## config.mk

```make
export PLATFORM = sky130hd
export DESIGN_NAME = scsc_channel
export DESIGN_NICKNAME = d
export VERILOG_FILES = /design/src/scsc_pkg.sv /design/src/scsc_channel.sv
export SDC_FILE = /design/constraint.sdc
export NUM_CORES = 1
export LEC_CHECK = 0
export ABC_AREA = 1
export BUFFER_PORTS_ARGS = -buffer_cell sky130_fd_sc_hd__buf_2
export CORE_ASPECT_RATIO = 0.7
export CORE_UTILIZATION = 53
export DETAILED_ROUTE_END_ITERATION = 7
export PLACE_DENSITY = 0.82
export REMOVE_ABC_BUFFERS = 1
export SKIP_LAST_GASP = 1
export SYNTH_ARGS = -nofsm -noshare
export SYNTH_HDL_FRONTEND = slang
export SYNTH_SLANG_ARGS = --single-unit
```

## constraint.sdc

```tcl
create_clock -name i_core_clk -period 6.6 [get_ports i_core_clk]
set_input_delay 0.99 -clock i_core_clk [delete_from_list [all_inputs] [get_ports i_core_clk]]
set_output_delay 0.99 -clock i_core_clk [all_outputs]
set_load 0.03 [all_outputs]
```

## src/scsc_pkg.sv

```systemverilog
// scsc_pkg: addresses, field positions, reset values and types of the
// serial channel with smart card option.
// assumes a byte-wide register port with 16-bit addresses.
package scsc_pkg;

  // register addresses
  localparam logic [15:0] ADDR_MODE     = 16'hff88;
  localparam logic [15:0] ADDR_BRATE    = 16'hff89;
  localparam logic [15:0] ADDR_CTRL     = 16'hff8a;
  localparam logic [15:0] ADDR_TXH      = 16'hff8b;
  localparam logic [15:0] ADDR_STAT     = 16'hff8c;
  localparam logic [15:0] ADDR_RXH      = 16'hff8d;
  localparam logic [15:0] ADDR_CARD     = 16'hff8e;
  localparam logic [15:0] ADDR_IRQ_STAT = 16'hff70;
  localparam logic [15:0] ADDR_IRQ_MASK = 16'hff71;

  // field positions
  localparam int MODE_SYNC      = 7;  // 0 async, 1 clocked sync
  localparam int CTRL_TX_IE     = 7;  // tx empty request enable
  localparam int CTRL_RX_IE     = 6;  // stored only
  localparam int CTRL_TX_EN     = 5;  // transmit enable
  localparam int CTRL_RX_EN     = 4;  // receive enable
  localparam int STAT_TX_EMPTY  = 7;
  localparam int STAT_RX_FULL   = 6;
  localparam int STAT_OVERRUN   = 5;
  localparam int STAT_FRAME_ERR = 4;
  localparam int STAT_TX_END    = 2;
  localparam int CARD_MSB       = 3;  // bit order select
  localparam int IRQ_TXE        = 0;
  localparam int IRQ_RXF        = 1;
  localparam int IRQ_TEND       = 2;
  localparam int IRQ_ERR        = 3;

  // reset values and masks
  localparam logic [7:0] MODE_RST  = 8'h00;
  localparam logic [7:0] BRATE_RST = 8'hff;
  localparam logic [7:0] CTRL_RST  = 8'h00;
  localparam logic [7:0] TXH_RST   = 8'hff;
  localparam logic [7:0] RXH_RST   = 8'h00;
  localparam logic [7:0] CARD_RST  = 8'h00;
  localparam logic [7:0] STAT_RST  = 8'h84;
  localparam logic [7:0] STAT_MASK = 8'hf4;  // implemented flags
  localparam logic [7:0] IRQ_RST   = 8'h00;
  localparam logic [7:0] IRQ_MASK  = 8'h0f;

  // clock cycles per bit for each step of the rate register
  localparam int BIT_MULT_DEF = 16;

  // register port request
  typedef struct packed {
    logic [15:0] addr;
    logic [7:0]  wdata;
    logic        wr;
    logic        rd;
  } scsc_bus_t;

  typedef enum logic [1:0] {
    TX_IDLE  = 2'b00,
    TX_START = 2'b01,
    TX_DATA  = 2'b10,
    TX_STOP  = 2'b11
  } scsc_tx_st_t;

  typedef enum logic [1:0] {
    RX_IDLE  = 2'b00,
    RX_START = 2'b01,
    RX_DATA  = 2'b10,
    RX_STOP  = 2'b11
  } scsc_rx_st_t;

  // reverse a byte when msb-first order is selected
  function automatic logic [7:0] bit_order(input logic [7:0] d, input logic msb);
    logic [7:0] r;
    r = d;
    if (msb) begin
      for (int i = 0; i < 8; i++) begin
        r[i] = d[7 - i];
      end
    end
    return r;
  endfunction : bit_order

endpackage : scsc_pkg

```

## src/scsc_channel.sv

```systemverilog
// scsc_channel: one serial channel with smart card option, registers,
// transmitter, receiver and interrupt logic.
// assumes a synchronous register port and pins sampled on i_core_clk.
//
// Functional notes
// card order bit: lsb or msb first
// mode bit: 0 async, 1 clocked sync
// write 0 after reading 1 clears flag
// transfer controller write clears tx empty
// tx empty held 1 while tx disabled
// moving data to shifter sets tx empty
// flags take only a clearing 0
// tx interrupt enable gates empty requests
// timing counted in one-bit time units
// tx holding register keeps next character
// received character stored in rx holding
// request high while empty and enabled
// rx holding is read-only
`timescale 1ns/1ps
module scsc_channel import scsc_pkg::*; #(
  parameter int BIT_MULT = BIT_MULT_DEF
) (
  input  wire logic       i_core_clk,
  input  wire logic       i_reset,
  input  wire scsc_bus_t  i_bus,
  output logic      [7:0] o_rdata,
  input  wire logic       i_xfer_wr,
  input  wire logic [7:0] i_xfer_data,
  input  wire logic       i_rxd,
  output logic            o_txd,
  output logic            o_sck,
  output logic            o_sck_oe,
  output logic            o_tx_empty_irq,
  output logic            o_irq
);

  //////////////////////////////////////////////////////////////////////////
  // register state
  logic [7:0] mode;      // serial_mode_reg
  logic [7:0] brate;     // bit rate step
  logic [7:0] ctrl;      // serial_control_reg
  logic [7:0] txh;       // tx_holding_reg
  logic [7:0] stat;      // serial_status_reg
  logic [7:0] rxh;       // rx_holding_reg
  logic [7:0] card;      // card_mode_reg
  logic [7:0] seen;      // flags last read as one
  logic [7:0] irq_stat;  // sticky events
  logic [7:0] irq_mask;  // event mask
  logic [7:0] next_mode, next_brate, next_ctrl, next_txh, next_stat;
  logic [7:0] next_rxh, next_card, next_seen, next_irq_stat, next_irq_mask;
  logic [7:0] next_rdata;
  logic [7:0] sw_clr;    // flags cleared by software
  logic [7:0] w1c;       // event bits written with one

  // transmitter state
  scsc_tx_st_t tx_state, next_tx_state;
  logic [7:0]  tx_shift, next_tx_shift;  // tx_shift_register
  logic [2:0]  tx_bit, next_tx_bit;
  logic [15:0] tx_cnt, next_tx_cnt;
  logic        next_txd, next_sck;
  logic        load_ev;                  // holding moved to shifter
  logic        tend_ev;                  // frame ended with nothing queued

  // receiver state
  scsc_rx_st_t rx_state, next_rx_state;
  logic [7:0]  rx_shift, next_rx_shift;
  logic [2:0]  rx_bit, next_rx_bit;
  logic [15:0] rx_cnt, next_rx_cnt;
  logic        rx_done;                  // character complete
  logic        rx_ferr;                  // stop bit was low
  logic [7:0]  rx_word;                  // shifter with current bit
  logic [7:0]  rx_byte;                  // character to store

  //////////////////////////////////////////////////////////////////////////
  // decoded control
  logic        sync_mode, transmit_enable_bit, rx_en, card_msb;
  logic        tx_empty_flag, rx_full;
  logic [15:0] bit_len, half_len;
  logic        tx_tick, rx_tick, sync_sample;

  assign sync_mode           = mode[MODE_SYNC];
  assign transmit_enable_bit = ctrl[CTRL_TX_EN];
  assign rx_en               = ctrl[CTRL_RX_EN];
  assign card_msb            = card[CARD_MSB];
  assign tx_empty_flag       = stat[STAT_TX_EMPTY];
  assign rx_full             = stat[STAT_RX_FULL];

  // one etu in clock cycles, shared by both directions
  assign bit_len  = 16'((32'(brate) + 32'd1) * BIT_MULT);
  assign half_len = bit_len >> 1;
  assign tx_tick  = (tx_cnt == bit_len - 16'h0001);
  assign rx_tick  = (rx_cnt == bit_len - 16'h0001);
  // sync receive samples where the clock output rises
  assign sync_sample = sync_mode && rx_en && (tx_state == TX_DATA)
                       && (tx_cnt == half_len - 16'h0001);

  //////////////////////////////////////////////////////////////////////////
  // register file: writes, flag rules, reads
  always_comb begin
    next_mode     = mode;
    next_brate    = brate;
    next_ctrl     = ctrl;
    next_txh      = txh;
    next_rxh      = rxh;
    next_card     = card;
    next_seen     = (i_bus.wr && i_bus.addr == ADDR_STAT) ? 8'h00 : (seen & stat);
    next_irq_mask = irq_mask;
    next_rdata    = 8'h00;
    w1c           = 8'h00;
    if (i_bus.wr) begin
      case (i_bus.addr)
        ADDR_MODE:     next_mode     = i_bus.wdata;
        ADDR_BRATE:    next_brate    = i_bus.wdata;
        ADDR_CTRL:     next_ctrl     = i_bus.wdata;
        ADDR_TXH:      next_txh      = i_bus.wdata;
        ADDR_CARD:     next_card     = i_bus.wdata;
        ADDR_IRQ_MASK: next_irq_mask = i_bus.wdata & IRQ_MASK;
        ADDR_IRQ_STAT: w1c           = i_bus.wdata & IRQ_MASK;
        default: ;  // status via sw_clr; rx holding ignores writes R13
      endcase
    end
    // zero written over a flag previously read as one
    sw_clr = (i_bus.wr && i_bus.addr == ADDR_STAT) ? (~i_bus.wdata & seen) : 8'h00;
    // controller write lands in holding register
    if (i_xfer_wr) begin
      next_txh = i_xfer_data;
    end
    // flags: a set wins over a clear in the same cycle
    next_stat = stat & STAT_MASK;
    next_stat[STAT_TX_EMPTY] = (tx_empty_flag && !sw_clr[STAT_TX_EMPTY] && !i_xfer_wr)
                               || load_ev || !transmit_enable_bit;
    next_stat[STAT_TX_END]   = (stat[STAT_TX_END] && !sw_clr[STAT_TX_END] && !i_xfer_wr)
                               || tend_ev || !transmit_enable_bit;
    next_stat[STAT_RX_FULL]  = (rx_full && !sw_clr[STAT_RX_FULL]) || rx_done;
    next_stat[STAT_OVERRUN]  = (stat[STAT_OVERRUN] && !sw_clr[STAT_OVERRUN])
                               || (rx_done && rx_full);
    next_stat[STAT_FRAME_ERR] = (stat[STAT_FRAME_ERR] && !sw_clr[STAT_FRAME_ERR])
                                || (rx_done && rx_ferr);
    // store character unless the previous one is still unread
    if (rx_done && !rx_full) begin
      next_rxh = bit_order(rx_byte, card_msb);
    end
    // sticky events, set wins over write-one clear
    next_irq_stat = irq_stat & ~w1c;
    next_irq_stat[IRQ_TXE]  = next_irq_stat[IRQ_TXE] | load_ev;
    next_irq_stat[IRQ_RXF]  = next_irq_stat[IRQ_RXF] | rx_done;
    next_irq_stat[IRQ_TEND] = next_irq_stat[IRQ_TEND] | tend_ev;
    next_irq_stat[IRQ_ERR]  = next_irq_stat[IRQ_ERR] | (rx_done & (rx_ferr | rx_full));
    // read data, one cycle later; status read arms clearing
    if (i_bus.rd) begin
      case (i_bus.addr)
        ADDR_MODE:     next_rdata = mode;
        ADDR_BRATE:    next_rdata = brate;
        ADDR_CTRL:     next_rdata = ctrl;
        ADDR_TXH:      next_rdata = txh;
        ADDR_STAT: begin
          next_rdata = stat & STAT_MASK;
          next_seen  = stat & STAT_MASK;
        end
        ADDR_RXH:      next_rdata = rxh;
        ADDR_CARD:     next_rdata = card;
        ADDR_IRQ_STAT: next_rdata = irq_stat;
        ADDR_IRQ_MASK: next_rdata = irq_mask;
        default:       next_rdata = 8'h00;
      endcase
    end
  end

  // register file flip-flops
  always_ff @(posedge i_core_clk or posedge i_reset) begin
    if (i_reset) begin
      mode     <= MODE_RST;
      brate    <= BRATE_RST;
      ctrl     <= CTRL_RST;
      txh      <= TXH_RST;
      stat     <= STAT_RST;
      rxh      <= RXH_RST;
      card     <= CARD_RST;
      seen     <= 8'h00;
      irq_stat <= IRQ_RST;
      irq_mask <= IRQ_RST;
      o_rdata  <= 8'h00;
    end else begin
      mode     <= next_mode;
      brate    <= next_brate;
      ctrl     <= next_ctrl;
      txh      <= next_txh;
      stat     <= next_stat;
      rxh      <= next_rxh;
      card     <= next_card;
      seen     <= next_seen;
      irq_stat <= next_irq_stat;
      irq_mask <= next_irq_mask;
      o_rdata  <= next_rdata;
    end
  end

  // request lines
  assign o_tx_empty_irq = tx_empty_flag && ctrl[CTRL_TX_IE];
  assign o_irq          = |(irq_stat & irq_mask);
  assign o_sck_oe       = sync_mode;

  //////////////////////////////////////////////////////////////////////////
  // transmitter: start, eight data bits, stop (no start/stop in sync)
  always_comb begin
    next_tx_state = tx_state;
    next_tx_shift = tx_shift;
    next_tx_bit   = tx_bit;
    next_tx_cnt   = tx_tick ? 16'h0000 : tx_cnt + 16'h0001;
    load_ev       = 1'b0;
    tend_ev       = 1'b0;
    case (tx_state)
      TX_IDLE: begin
        next_tx_cnt = 16'h0000;
        // holding register full: move it to the shifter
        if (transmit_enable_bit && !tx_empty_flag) begin
          load_ev       = 1'b1;
          next_tx_shift = bit_order(txh, card_msb);
          next_tx_bit   = 3'd0;
          next_tx_state = sync_mode ? TX_DATA : TX_START;
        end
      end
      TX_START: begin
        if (tx_tick) begin
          next_tx_state = TX_DATA;
        end
      end
      TX_DATA: begin
        if (tx_tick) begin
          next_tx_shift = {1'b1, tx_shift[7:1]};
          next_tx_bit   = tx_bit + 3'd1;
          if (tx_bit == 3'd7) begin
            // sync frames have no stop bit
            next_tx_state = sync_mode ? TX_IDLE : TX_STOP;
            tend_ev       = sync_mode && tx_empty_flag;
          end
        end
      end
      TX_STOP: begin
        if (tx_tick) begin
          next_tx_state = TX_IDLE;
          tend_ev       = tx_empty_flag;
        end
      end
      default: next_tx_state = TX_IDLE;
    endcase
    // disabling the transmitter abandons the frame
    if (!transmit_enable_bit) begin
      next_tx_state = TX_IDLE;
      load_ev       = 1'b0;
      tend_ev       = 1'b0;
    end
    // line level follows the next state
    case (next_tx_state)
      TX_START: next_txd = 1'b0;
      TX_DATA:  next_txd = next_tx_shift[0];
      default:  next_txd = 1'b1;
    endcase
    // clock low in the first half of each sync bit
    next_sck = !(sync_mode && next_tx_state == TX_DATA && next_tx_cnt < half_len);
  end

  // transmitter flip-flops
  always_ff @(posedge i_core_clk or posedge i_reset) begin
    if (i_reset) begin
      tx_state <= TX_IDLE;
      tx_shift <= 8'hff;
      tx_bit   <= 3'd0;
      tx_cnt   <= 16'h0000;
      o_txd    <= 1'b1;
      o_sck    <= 1'b1;
    end else begin
      tx_state <= next_tx_state;
      tx_shift <= next_tx_shift;
      tx_bit   <= next_tx_bit;
      tx_cnt   <= next_tx_cnt;
      o_txd    <= next_txd;
      o_sck    <= next_sck;
    end
  end

  //////////////////////////////////////////////////////////////////////////
  // receiver: async samples mid-bit, sync samples on clock rise
  always_comb begin
    next_rx_state = rx_state;
    next_rx_shift = rx_shift;
    next_rx_bit   = rx_bit;
    next_rx_cnt   = rx_cnt + 16'h0001;
    rx_done       = 1'b0;
    rx_ferr       = 1'b0;
    rx_word       = {i_rxd, rx_shift[7:1]};
    rx_byte       = rx_shift;
    case (rx_state)
      RX_IDLE: begin
        next_rx_cnt = 16'h0000;
        if (sync_mode) begin
          // bits arrive alongside our own clocked frame
          if (sync_sample) begin
            next_rx_shift = rx_word;
            next_rx_bit   = rx_bit + 3'd1;
            if (rx_bit == 3'd7) begin
              rx_done = 1'b1;
              rx_byte = rx_word;
            end
          end
        end else begin
          next_rx_bit = 3'd0;
          if (rx_en && !i_rxd) begin
            next_rx_state = RX_START;
          end
        end
      end
      RX_START: begin
        // recheck start bit at its middle, filters glitches
        if (rx_cnt == half_len - 16'h0001) begin
          next_rx_cnt   = 16'h0000;
          next_rx_state = i_rxd ? RX_IDLE : RX_DATA;
        end
      end
      RX_DATA: begin
        if (rx_tick) begin
          next_rx_cnt   = 16'h0000;
          next_rx_shift = rx_word;
          next_rx_bit   = rx_bit + 3'd1;
          if (rx_bit == 3'd7) begin
            next_rx_state = RX_STOP;
          end
        end
      end
      RX_STOP: begin
        if (rx_tick) begin
          rx_done       = 1'b1;
          rx_ferr       = !i_rxd;
          next_rx_state = RX_IDLE;
        end
      end
      default: next_rx_state = RX_IDLE;
    endcase
    // receiver off: drop any partial character
    if (!rx_en) begin
      next_rx_state = RX_IDLE;
      next_rx_bit   = 3'd0;
      rx_done       = 1'b0;
      rx_ferr       = 1'b0;
    end
  end

  // receiver flip-flops
  always_ff @(posedge i_core_clk or posedge i_reset) begin
    if (i_reset) begin
      rx_state <= RX_IDLE;
      rx_shift <= 8'h00;
      rx_bit   <= 3'd0;
      rx_cnt   <= 16'h0000;
    end else begin
      rx_state <= next_rx_state;
      rx_shift <= next_rx_shift;
      rx_bit   <= next_rx_bit;
      rx_cnt   <= next_rx_cnt;
    end
  end

  logic wr_stat;
  assign wr_stat = i_bus.wr && (i_bus.addr == ADDR_STAT);
endmodule : scsc_channel

```

==> metrics.txt <==
Distinct cells, synth 54; async set-reset flop share out of synthesis 100%; layout cells sized above 1 14.8%; Final ANT Viol Nets 0; Mapped Cells 1206; Seq/Total Area, Yosys 39.2%; Synth Warn # 0; Final Cell Area 9710 µm²; CP Max Fanout 12; Die Span Y 109 µm; PortBufs 50; fmax 248 MHz; num rows 38; Final setup viols 0; post-CTS setup buffers 0; Nets 1317; CP Cell Sequence ha_1 > nand3_1 > nand2_1 > nand2_4 > inv_4 > nand2_4 > nor2_8 > nand2_2 > nand2_1 > nand2_1 > nand2_1 > nor2_1 > nand3_1 > nand2_1 > nor3b_1 > ha_1 > nand2_1 > o21ai_0 > a211oi_1 > nand3_1 > nor2_1 > nand3_1; Clock Tree Buf Depth 2; non-filler instance count after layout 1491; cell area power density 196 nW/µm²; Seq cells post-synth 134; reg-to-reg startpoint brate[0]$_DFFE_PP1P_; antenna violations before repair 0; Layout area overhead 12.3%; total routed wirelength 25300 µm; vias in the first global route 7726; total CTS buffers 17; htree depth 4; Initial Util 55.0%; worst hold path type reg2reg; DRT met1 WL 11500 µm; fin. max-slew vios 0; WL/cell roughly 17 µm; via count ~8400; final worst path period share between 60% and 70%; met2 WL post-DR 10200 µm; hold_buf cts 0; Worst Max-Slew Pin Slew between 0.8 and 0.9 ns; Leakage 4.80 nW; CP Data Arrival Time 4.40 ns; drt first pass iters 6; Worst Clk Skew 0.00988 ns; Avg Cell Area, Syn 7.18 µm²; CTS root buffer clkbuf_16; crit-path most repeated cell nand2_1; largest net degree at the start of global routing 82; IO Pins 51; post-CTS sizing 0; worst vdd ir 0.000164 V; Tmin final 4.04 ns; DP Area between 9000 and 10000 µm²; Total Power 1.91 mW; Post-DP HPWL 19100 µm; DRT iter0 DRCs 1019; hold_ws 0.470 ns; CTS clk-pin slew, worst paths about 0.060 ns; # clock sinks 134; GRT overflow 0; Top FF cell, synth dfrtp_1; Total GRT Usage 31.5%; Post-Syn Area between 8000 and 9000 µm²; core area 15700 µm²; WP data required 6.96 ns; Met3 Wirelength 3390 µm; top routing layer used met4; die area 16800 µm²; ranking of synthesized cells by area dfrtp_1 (31%), nand2_1 (17%), dfstp_2 (8.5%); Hold Path Origin tx_cnt[0]$_DFF_PP0_; TNS Setup 0 ns; CP endpoint kind flip-flop; diodes inserted 0; top-area cell type share of the netlist area 30.7%; Clock Latency Late Sink 0.44 ns; Worst setup SP type flip-flop; EDFF count, synth 0; die width 155 µm; CP max stage delay 0.70 ns; WS Path Type reg2reg; Max-Cap Viols 0; Synth area leader dfrtp_1; outcome complete, no violations; unrepaired setup endpoints after global routing no; first-pass GRT wire length 40200 µm; # DRC 0; CP startpoint brate[0]$_DFFE_PP1P_; CTS tree done; slowest stage cell, crit path dfstp_2; DP Cell Count 1459; Fin. Hold Viols 0; gpl congestion slightly below 1; vias per inst ~5.6; Slew headroom 42.8%
-- cell families (layout without fill, tap and decap cells) --
logic type      count (synthesis)  after routing  synth area share [%]
simple gates                  696            696                  37.1
buf+inv                       180            245                  8.13
compound gates                157            157                  10.8
flops                         134            134                  39.2
fa+ha+maj                      21             21                  3.04
xor+xnor                       18             18                  1.82
-- worst max-delay path, delay by kind of cell, from the launching register on --
family	cells	cell delay [ns]
buf+inv	1	0.12
simple gates	17	2.22
compound gates	2	0.36
flops	1	0.70
fa+ha+maj	2	0.59
-- stage by stage --
stage,util (%),worst slack [ns]
5_1_grt,61.7,2.19
6_report,61.7,2.56
4_1_cts,61.7,2.65
3_3_place_gp,57.8,2.84
3_5_place_dp,57.8,2.69
2_1_floorplan,-,2.07
-- cells in the final DEF (no fill, tap or decap), types with 4 or more instances in the layout --
master       n
a21oi_1     27
a31oi_1      4
buf_2       50
clkbuf_16   17
dfrtp_1    106
dfstp_2     28
ha_1        21
inv_1      150
inv_2        6
inv_6        5
nand2_1    391
nand2_2     21
nand2_4     12
nand3_1    118
nand3_2      4
nand4_1     29
nor2_1      80
nor2_2       5
nor2_4       5
nor3_1      14
o211ai_1    11
o21ai_0     81
o21ai_2      9
o22ai_1      6
o31ai_1      5
xnor2_1      4
xor2_1      14
-- final timing paths --
kind,end,slack [ns],cells after the start
hold reg to reg,tx_cnt[0]$_DFF_PP0_,0.47,1
hold / removal,tx_cnt[0]$_DFF_PP0_,0.47,1
min in group asynchronous,rx_cnt[12]$_DFF_PP0_,0.67,2
setup / recovery,o_sck$_DFF_PP1_,2.56,22
max in group asynchronous,tx_bit[1]$_DFFE_PP0P_,4.76,3
setup reg to reg,o_sck$_DFF_PP1_,2.56,22
-- cells in the mapped netlist (6+ instances only) --
cell / number
dfstp_2: 28
xor2_1: 14
nand2_1: 391
nand3_1: 118
o21ai_2: 9
inv_2: 6
nor2_1: 80
ha_1: 21
nand2_2: 21
nand2_4: 12
dfrtp_1: 106
clkbuf_1: 13
o211ai_1: 11
inv_1: 151
o22ai_1: 6
nor3_1: 14
nand4_1: 29
o21ai_0: 81
a21oi_1: 27
-- where the power goes --
part           internal [mW]  leakage (nW)  switching (mW)
registers              0.831          1.73         0.00349
clock network          0.610         0.295           0.398
logic                 0.0151          2.78          0.0487
-- flip-flops by register name, summed over array words and instances, names as in the netlist, 3 cells and up --
signal	cells
brate	8
card	8
ctrl	8
irq_mask	4
irq_stat	4
mode	8
o_rdata	8
rx_bit	3
rx_cnt	16
rx_shift	8
rxh	8
seen	5
stat	5
tx_bit	3
tx_cnt	16
tx_shift	8
txh	8
-- area by class of cell --
type | count | area [µm²]
multi-input combinational | 892 | 4560
tap | 220 | 275
inverter | 162 | 617
timing repair buffer | 51 | 258
sequential | 134 | 3390
fill | 1381 | 6020
clock buffer | 19 | 443
clock inverter | 13 | 171
-- per-layer routing --
metal	GRT usage [%]	vias up
met5	0	-
met4	7.78	0
met3	12.8	29
li1	-	4027
met2	44.2	412
met1	44.7	3928
Power figures use the tool's default switching activity.
